**config.mk**
```make
export PLATFORM = sky130hd
export DESIGN_NAME = ppivr_regs
export DESIGN_NICKNAME = d
export VERILOG_FILES = /design/src/logic/ppivr_pkg.sv /design/src/logic/ppivr_regs.sv
export VERILOG_INCLUDE_DIRS = /design/src /design/src/logic
export SDC_FILE = /design/constraint.sdc
export NUM_CORES = 1
export LEC_CHECK = 0
export ABC_CLOCK_PERIOD_IN_PS = 1700
export CAP_MARGIN = 20
export CORE_MARGIN = 4
export CORE_UTILIZATION = 56
export DETAILED_ROUTE_END_ITERATION = 10
export DONT_BUFFER_PORTS = 1
export GPL_TIMING_DRIVEN = 0
export HOLD_SLACK_MARGIN = 0.02
export PLACE_DENSITY = 0.71
export SLEW_MARGIN = 30
export SYNTH_ARGS = -nofsm -noshare
export SYNTH_HDL_FRONTEND = slang
export SYNTH_SLANG_ARGS = --single-unit
```
**constraint.sdc**
```tcl
create_clock -name clk_in -period 1.7 [get_ports clk_in]
set_input_delay 0.17 -clock clk_in [delete_from_list [all_inputs] [get_ports clk_in]]
set_output_delay 0.17 -clock clk_in [all_outputs]
set_load 0.1 [all_outputs]
```
**src/logic/ppivr_defs.svh**
```systemverilog
// register offsets, field positions, reset values and codes of the paged block
`ifndef PPIVR_DEFS_SVH
`define PPIVR_DEFS_SVH
`define PPIVR_PAGE_IDENT 3'h1
`define PPIVR_PAGE_VENDOR_DEP 3'h7
`define PPIVR_ADDR_BASE7 4'h7
`define PPIVR_ADDR_PWR 4'h4
`define PPIVR_PAGE_SEL_HI 7
`define PPIVR_PAGE_SEL_LO 5
`define PPIVR_PWR_HI 2
`define PPIVR_PWR_LO 0
`define PPIVR_ADDR_COMPLIANCE 4'h8
`define PPIVR_ADDR_ID_RSVD 4'h9
`define PPIVR_ADDR_OUI_HI 4'ha
`define PPIVR_ADDR_OUI_MID 4'hb
`define PPIVR_ADDR_OUI_LO 4'hc
`define PPIVR_ADDR_PART_HI 4'hd
`define PPIVR_ADDR_PART_MID 4'he
`define PPIVR_ADDR_PART_LO 4'hf
`define PPIVR_ADDR_ARB_SPEED 4'h8
`define PPIVR_COMPLIANCE_VAL 8'h01
`define PPIVR_NULL_FLAG_BIT 7
`define PPIVR_SPEED_HI 1
`define PPIVR_SPEED_LO 0
`define PPIVR_NULL_FLAG_RESET 1'h0
`define PPIVR_SPEED_RESET 2'h0
`define PPIVR_PAGE_RESET 3'h0
`define PPIVR_ACK_BITS 16'h0008
`define PPIVR_OUI_DEFAULT 24'h123456
`define PPIVR_PART_DEFAULT 24'habcdef
`endif

```
**src/logic/ppivr_pkg.sv**
```systemverilog
// types of the paged identification and vendor register block
package ppivr_pkg;
   typedef logic [7:0] ppivr_byte_t;
   typedef enum logic [2:0] {
      ppivr_pwr_none = 3'b000,
      ppivr_pwr_self15 = 3'b001,
      ppivr_pwr_self30 = 3'b010,
      ppivr_pwr_self45 = 3'b011,
      ppivr_pwr_may_bus3 = 3'b100,
      ppivr_pwr_rsvd = 3'b101,
      ppivr_pwr_bus3_need3 = 3'b110,
      ppivr_pwr_bus3_need7 = 3'b111
   } ppivr_pwr_e;
endpackage

```
**src/logic/ppivr_regs.sv**
```systemverilog
// paged vendor identification and vendor control registers of a cable phy
//
// Operation
// - page select value 1 in base register 7 maps identification page
// - page select value 7 in base register 7 maps vendor control page
// - identification page address 1000b reads fixed compliance level 01h
// - 24-bit maker oui read-only, msb at address 1010b
// - 24-bit part identifier read-only, msb at address 1101b
// - null-packet action flag is read-write, steers request clearing
// - flag set: only packets longer than 8 bits clear requests
// - flag clear: any non-ack packet clears requests, null or malformed too
// - system reset clears the null-packet action flag
// - 2-bit read-write link speed field
// - power class straps give default of self-id power field
// - straps loaded after reset; later register 4 write replaces them
// - power code 000: no power needed, none repeated
// - codes 001 to 011: self-powered, 15, 30, 45 W supplied
// - code 100: may be bus powered, 3 W, link needs nothing; 101 reserved
// - codes 110, 111: bus powered 3 W, link needs 3 or 7 W more
`timescale 1ns/100ps
`include "ppivr_defs.svh"
module ppivr_regs #(
   parameter logic [23:0] MAKER_OUI = `PPIVR_OUI_DEFAULT, // value arbitrary
   parameter logic [23:0] PART_IDENT = `PPIVR_PART_DEFAULT // value arbitrary
) (
   input wire logic clk_in,
   input wire logic sys_rst_in,
   input wire logic [3:0] reg_addr_in,
   input wire logic [7:0] reg_wdata_in,
   input wire logic reg_wr_in,
   input wire logic reg_rd_in,
   input wire logic [2:0] power_class_straps_in,
   input wire logic pkt_end_in,
   input wire logic [15:0] pkt_bits_in,
   input wire logic req_set_in,
   output logic [7:0] reg_rdata_out,
   output logic [2:0] page_sel_out,
   output logic null_packet_action_flag_out,
   output logic [1:0] link_speed_out,
   output logic [2:0] self_id_pwr_out,
   output logic arb_req_pending_out
);
   logic [2:0] page_reg;
   logic null_flag_reg;
   logic [1:0] speed_reg;
   ppivr_pkg::ppivr_pwr_e pwr_reg;
   logic strap_load_reg;
   logic req_reg;
   logic req_clear;
   ppivr_pkg::ppivr_byte_t rd_next;
   ppivr_pkg::ppivr_byte_t rdata_reg;
   logic paged;

   assign paged = reg_addr_in[3];

   // page select lives in base register 7, only this field is kept here
   always_ff @(posedge clk_in or posedge sys_rst_in) begin
      if (sys_rst_in) begin
         page_reg <= `PPIVR_PAGE_RESET;
      end else if (reg_wr_in && reg_addr_in == `PPIVR_ADDR_BASE7) begin
         page_reg <= reg_wdata_in[`PPIVR_PAGE_SEL_HI:`PPIVR_PAGE_SEL_LO];
      end
   end

   always_ff @(posedge clk_in or posedge sys_rst_in) begin
      if (sys_rst_in) begin
         null_flag_reg <= `PPIVR_NULL_FLAG_RESET;
         speed_reg <= `PPIVR_SPEED_RESET;
      end else if (reg_wr_in && paged
                   && page_reg == `PPIVR_PAGE_VENDOR_DEP
                   && reg_addr_in == `PPIVR_ADDR_ARB_SPEED) begin
         null_flag_reg <= reg_wdata_in[`PPIVR_NULL_FLAG_BIT];
         speed_reg <= reg_wdata_in[`PPIVR_SPEED_HI:`PPIVR_SPEED_LO];
      end
   end

   // straps are sampled on the first clock after release, never in reset
   always_ff @(posedge clk_in or posedge sys_rst_in) begin
      if (sys_rst_in) begin
         strap_load_reg <= 1'b1;
         pwr_reg <= ppivr_pkg::ppivr_pwr_none;
      end else begin
         strap_load_reg <= 1'b0;
         if (reg_wr_in && reg_addr_in == `PPIVR_ADDR_PWR) begin
            // software value wins over a strap load in the same cycle
            pwr_reg <= ppivr_pkg::ppivr_pwr_e'(
               reg_wdata_in[`PPIVR_PWR_HI:`PPIVR_PWR_LO]);
         end else if (strap_load_reg) begin
            pwr_reg <= ppivr_pkg::ppivr_pwr_e'(
               power_class_straps_in);
         end
      end
   end

   // request clear: acks never clear; short packets only when flag is 0
   always_comb begin
      req_clear = 1'b0;
      if (pkt_end_in) begin
         if (null_flag_reg) begin
            req_clear = (pkt_bits_in > `PPIVR_ACK_BITS);
         end else begin
            req_clear = (pkt_bits_in != `PPIVR_ACK_BITS);
         end
      end
   end

   // a new request in the clearing cycle survives
   always_ff @(posedge clk_in or posedge sys_rst_in) begin
      if (sys_rst_in) begin
         req_reg <= 1'b0;
      end else if (req_set_in) begin
         req_reg <= 1'b1;
      end else if (req_clear) begin
         req_reg <= 1'b0;
      end
   end

   always_comb begin
      rd_next = 8'h00;
      if (paged && page_reg == `PPIVR_PAGE_IDENT) begin
         case (reg_addr_in)
            `PPIVR_ADDR_COMPLIANCE: rd_next = `PPIVR_COMPLIANCE_VAL;
            `PPIVR_ADDR_OUI_HI: rd_next = MAKER_OUI[23:16];
            `PPIVR_ADDR_OUI_MID: rd_next = MAKER_OUI[15:8];
            `PPIVR_ADDR_OUI_LO: rd_next = MAKER_OUI[7:0];
            `PPIVR_ADDR_PART_HI: rd_next = PART_IDENT[23:16];
            `PPIVR_ADDR_PART_MID: rd_next = PART_IDENT[15:8];
            `PPIVR_ADDR_PART_LO: rd_next = PART_IDENT[7:0];
            default: rd_next = 8'h00;
         endcase
      end else if (paged && page_reg == `PPIVR_PAGE_VENDOR_DEP) begin
         case (reg_addr_in)
            `PPIVR_ADDR_ARB_SPEED: begin
               rd_next = 8'h00;
               rd_next[`PPIVR_NULL_FLAG_BIT] = null_flag_reg;
               rd_next[`PPIVR_SPEED_HI:`PPIVR_SPEED_LO] = speed_reg;
            end
            default: rd_next = 8'h00;
         endcase
      end else if (reg_addr_in == `PPIVR_ADDR_BASE7) begin
         rd_next = 8'h00;
         rd_next[`PPIVR_PAGE_SEL_HI:`PPIVR_PAGE_SEL_LO] = page_reg;
      end else if (reg_addr_in == `PPIVR_ADDR_PWR) begin
         rd_next = {5'h00, pwr_reg};
      end
   end

   always_ff @(posedge clk_in or posedge sys_rst_in) begin
      if (sys_rst_in) begin
         rdata_reg <= 8'h00;
      end else if (reg_rd_in) begin
         rdata_reg <= rd_next;
      end else begin
         rdata_reg <= 8'h00;
      end
   end

   assign reg_rdata_out = rdata_reg;
   assign page_sel_out = page_reg;
   assign null_packet_action_flag_out = null_flag_reg;
   assign link_speed_out = speed_reg;
   assign self_id_pwr_out = pwr_reg;
   assign arb_req_pending_out = req_reg;
endmodule

```
======== After elaboration in Yosys (flattened, before gate mapping) ========
Index checks and enable logic that the tools add are counted.
storage, ports and cells
  output and inout port bits .............. 18
  word-level logic and storage cells ...... 42
  flip-flop bits (word level) ............. 19
  input bits .............................. 37
cells by class
  mux-type cells .......................... 13
  magnitude comparators ................... 1
  reductions and logical operators ........ 9
  eq/ne operators ......................... 12
operators with widths
  operator                                                                           number
  8-bit case mux with 7 select lines                                                 1
  8-bit two-way mux                                                                  5
  4-bit equality test (second input constant)                                        7
  16-bit by 4-bit greater-than comparator with 1-bit output (second input constant)  1
  16-bit by 4-bit != test with 1-bit output (second input constant)                  1
  3-bit two-way mux                                                                  3
  4-bit by 3-bit equality test with 1-bit output (second input constant)             2
  1-bit logical AND                                                                  7
  1-bit two-way mux                                                                  4
  2-bit nonzero test                                                                 2
  3-bit by 1-bit equality test with 1-bit output (second input constant)             1
  3-bit equality test (second input constant)                                        1

======== Depth between registers and ports, before layout ========
  depth after elaboration ................. 6
  gate-level depth with buffers ........... 4
  mapped depth without buffers ............ 3

======== Worst setup path after synthesis ========
No wires, ideal clock.
  path type ............................... register to register
  from .................................... register page_reg[1] (netlist: page_sel_out[1])
  to ...................................... register null_flag_reg (netlist: null_packet_action_flag_out)
  library setup time ...................... 128 ps
  stages on the path, launching flop included .. 4
  arrival time ............................ 1811 ps
  buffers on the path ..................... 0
  slack ................................... -239 ps
  clock period less this slack ............ 1939 ps
  required time ........................... 1572 ps
  cells stage by stage .................... dfrtp_1 > nor4b_4 > nand3_2 > mux2_1
between the ends
  longest elaborated chain between the ends .. 3
ends and longest elaborated chain
  item                                             line              source
  start, declared                                  ppivr_regs.sv:43  logic [2:0] page_reg;
  start signal, assigned                           ppivr_regs.sv:59  page_reg <= `PPIVR_PAGE_RESET;
  start signal, assigned                           ppivr_regs.sv:61  page_reg <= reg_wdata_in[`PPIVR_PAGE_SEL_HI:`PPIVR_PAGE_SEL_LO];
  3-bit equality test (no source line)             --
  1-bit logical AND (no source line) (2 in a row)  --
  end signal, assigned                             ppivr_regs.sv:67  null_flag_reg <= `PPIVR_NULL_FLAG_RESET;
  end signal, assigned                             ppivr_regs.sv:72  null_flag_reg <= reg_wdata_in[`PPIVR_NULL_FLAG_BIT];
  end, declared                                    ppivr_regs.sv:44  logic null_flag_reg;
Every way passes these cells.
A chain may end at the register's enable or synchronous reset.

==> results.tsv <==
metric	value	unit
fmax	0.614	GHz
Post-Syn Area	988	µm²
main area contributors after synthesis	dfrtp_1 (46%), mux2_1 (6.8%), mux2_2 (6.8%)	
GPL Wtd Cong	0.774	
Net count, final	140	
setup_tns	0	ns
maximum vdd ir drop	0.000809	V
sequential area share after synthesis	0.482	
first-pass GRT wire length	3.32	mm
routing usage on met1	0.198	
First DRT Iteration DRCs	13	
CP Launch Type	register	
Hold Crit Class	input port to register	
area share of the largest cell type after synthesis	0.456	
post-synth net total	125	
Routed wire per std cell	17.1	µm
vias per inst	5.94	
pwr dens	1030	nW/µm²
Non-Filler Instances	126	
slew margin rel.	0.379	
Yosys warning count	0	
Die H	50.0	µm
Largest register FFs	8	
Clk Latency, worst-skew pair	0.29	ns
clock skew	0.000623	ns
dpl cells	112	
die width	50.0	µm
CTS tree	yes	
cell with the largest stage delay on the worst path	dfrtp_1	
hpwl dp	1.53	mm
Gate Count Post-Synth	88	
PortBufs	0	
Max Root-Sink Buffers	2	
GRT Resource Usage Total	0.174	
CP endpoint kind	register	
Yosys cell types	37	
CTS Buf Count	3	
final worst slack	0.0726	ns
Setup Slack @ Placement	-0.0300	ns
H-Tree Depth	1	
final hold vios	0	
Die ar.	2500	µm²
met2 GRT Util	0.300	
core area	1590	µm²
pin slew with the least headroom to its limit	0.932	ns
Final Max Tran Viols	0	
initial core utilization	0.620	
outcome	completed	
clk sinks	19	
via count	748	
post-route ant nets	0	
final wirelength	2.16	mm
crit-path cells	mux2_2 -> mux2_1	
Max Cap Viol	0	
Reg clk slew, reported paths	0.10	ns
Row Count	14	
1st-pass router iterations	4	
number of I/O pins	55	
largest area contributor in the synthesized netlist	dfrtp_1	
Layout area overhead	17.1	%
initial antenna violation count	0	
CP max FO	3	
Final setup viols	0	
largest net degree at the start of global routing	20	
most common cell in the netlist	dfrtp_1	
drc violations	0	
synthesized flop and latch total	19	
busiest grt layer	met2	
period utilization	0.957	
Crit Path Class	register to register	
layout cell share with drive strength beyond 1	0.216	
crit-path max cell delay	0.76	ns
number of global-route vias before repair	716	
Synth Flop Type	dfrtp_1	
Clock Root Buffer	clkbuf_4	
P_leak	0.475	nW
Period minus WS final	1.63	ns
Ant. Diodes	0	
Commonest cells post-synth	dfrtp_1 (18), a21oi_1 (6), mux2_1 (6), mux2_2 (6), nand3_1 (6)	
met3 track demand over resource	0.0633	
Syn Area/Cell	11.2	µm²
WP data required	1.88	ns
CP arrival	1.81	ns
grt ovf	0	
fraction of registers with async set/reset	1.00	
Post-synth EDFFs	0	
==> layer usage <==
layer	vias to the layer above	wire (µm)	part of all wire
li1	354	-	-
met3	2	192	0.089
met2	38	1130	0.52
met5	-	0	0
met4	0	17	0.0079
met1	354	819	0.38
==> cells in the final DEF (no fill, tap or decap), types with 2 or more instances in the layout <==
cell	netlist	layout
a21oi_1	6	6
a221oi_1	2	2
clkbuf_1	1	2
clkbuf_4	0	3
dfrtp_1	18	14
dfrtp_2	0	2
dfrtp_4	0	2
dlygate4sd3_1	0	9
inv_1	4	4
mux2_1	6	6
mux2_2	6	6
nand2_1	3	3
nand3_1	6	6
nand4_1	2	2
nor2_1	3	3
nor2b_1	3	3
nor3_1	2	2
o21ai_0	3	3
==> power breakdown <==
part / switching, mW / internal (mW) / leakage (nW) / total (mW)
logic: 0.0644 / 0.0842 / 0.220 / 0.149
registers: 0.327 / 0.495 / 0.240 / 0.822
clock network: 0.134 / 0.0913 / 0.0150 / 0.226
total: 0.525 / 0.670 / 0.475 / 1.20
==> final cells by class <==
class                      instances  area (µm²)
tap                               24        30.0
fill                             113         437
multi-input combinational         62         482
clock buffer                       4        26.3
inverter                           4        15.0
sequential                        19         487
buffer                             3        20.0
timing repair buffer              10        97.6
==> cell families after synthesis <==
kind of cell / after synthesis / synth area share
multiplexers: 13 / 0.147
buffers and inverters: 7 / 0.0354
AND/OR/NAND/NOR: 30 / 0.213
XOR/XNOR: 1 / 0.00886
AO/OA/AOI/OAI: 17 / 0.110
other: 1 / 0.00379
flip-flops: 19 / 0.482
==> per-stage QoR <==
stage | area, µm² | total power, mW | hold slack [ns] | utilization
5_1_grt | 1160 | 1.25 | 0.0460 | 0.726
3_5_place_dp | 1020 | 0.948 | 0.216 | 0.641
2_1_floorplan | 992 | 0.917 | 0.120 | -
4_1_cts | 1140 | 1.19 | 0.0378 | 0.717
3_3_place_gp | 1020 | 0.943 | 0.195 | 0.641
6_report | 1160 | 1.20 | 0.0494 | 0.726
==> repair_timing <==
action | 4_1_cts | 5_1_grt
resized for setup | 2 | 2
hold buffers | 9 | 0
endpoints found under the setup margin | 4 | 3
buffers inserted | 0 | 1
endpoints found under the hold margin | 33 | 0
==> final timing paths <==
| path | from | to | slack, ns | depth (start not counted) |
|---|---|---|---|---|
| worst min-delay path | pkt_end_in | arb_req_pending_out | 0.05 | 3 |
| worst max register to register | self_id_pwr_out[1] | self_id_pwr_out[1] | 0.07 | 2 |
| max in group asynchronous | sys_rst_in | page_sel_out[1] | 0.77 | 2 |
| worst max-delay path | self_id_pwr_out[1] | self_id_pwr_out[1] | 0.07 | 2 |
| worst min register to register | strap_load_reg | self_id_pwr_out[2] | 0.74 | 2 |
| min in group asynchronous | sys_rst_in | reg_rdata_out[4] | 0.42 | 2 |
==> critical path, delay by kind of cell (launching register included) <==
| family | cells | cell delay, ns |
|---|---|---|
| flops | 1 | 0.76 |
| mux | 2 | 0.76 |
(Power assumes the default switching activity.)
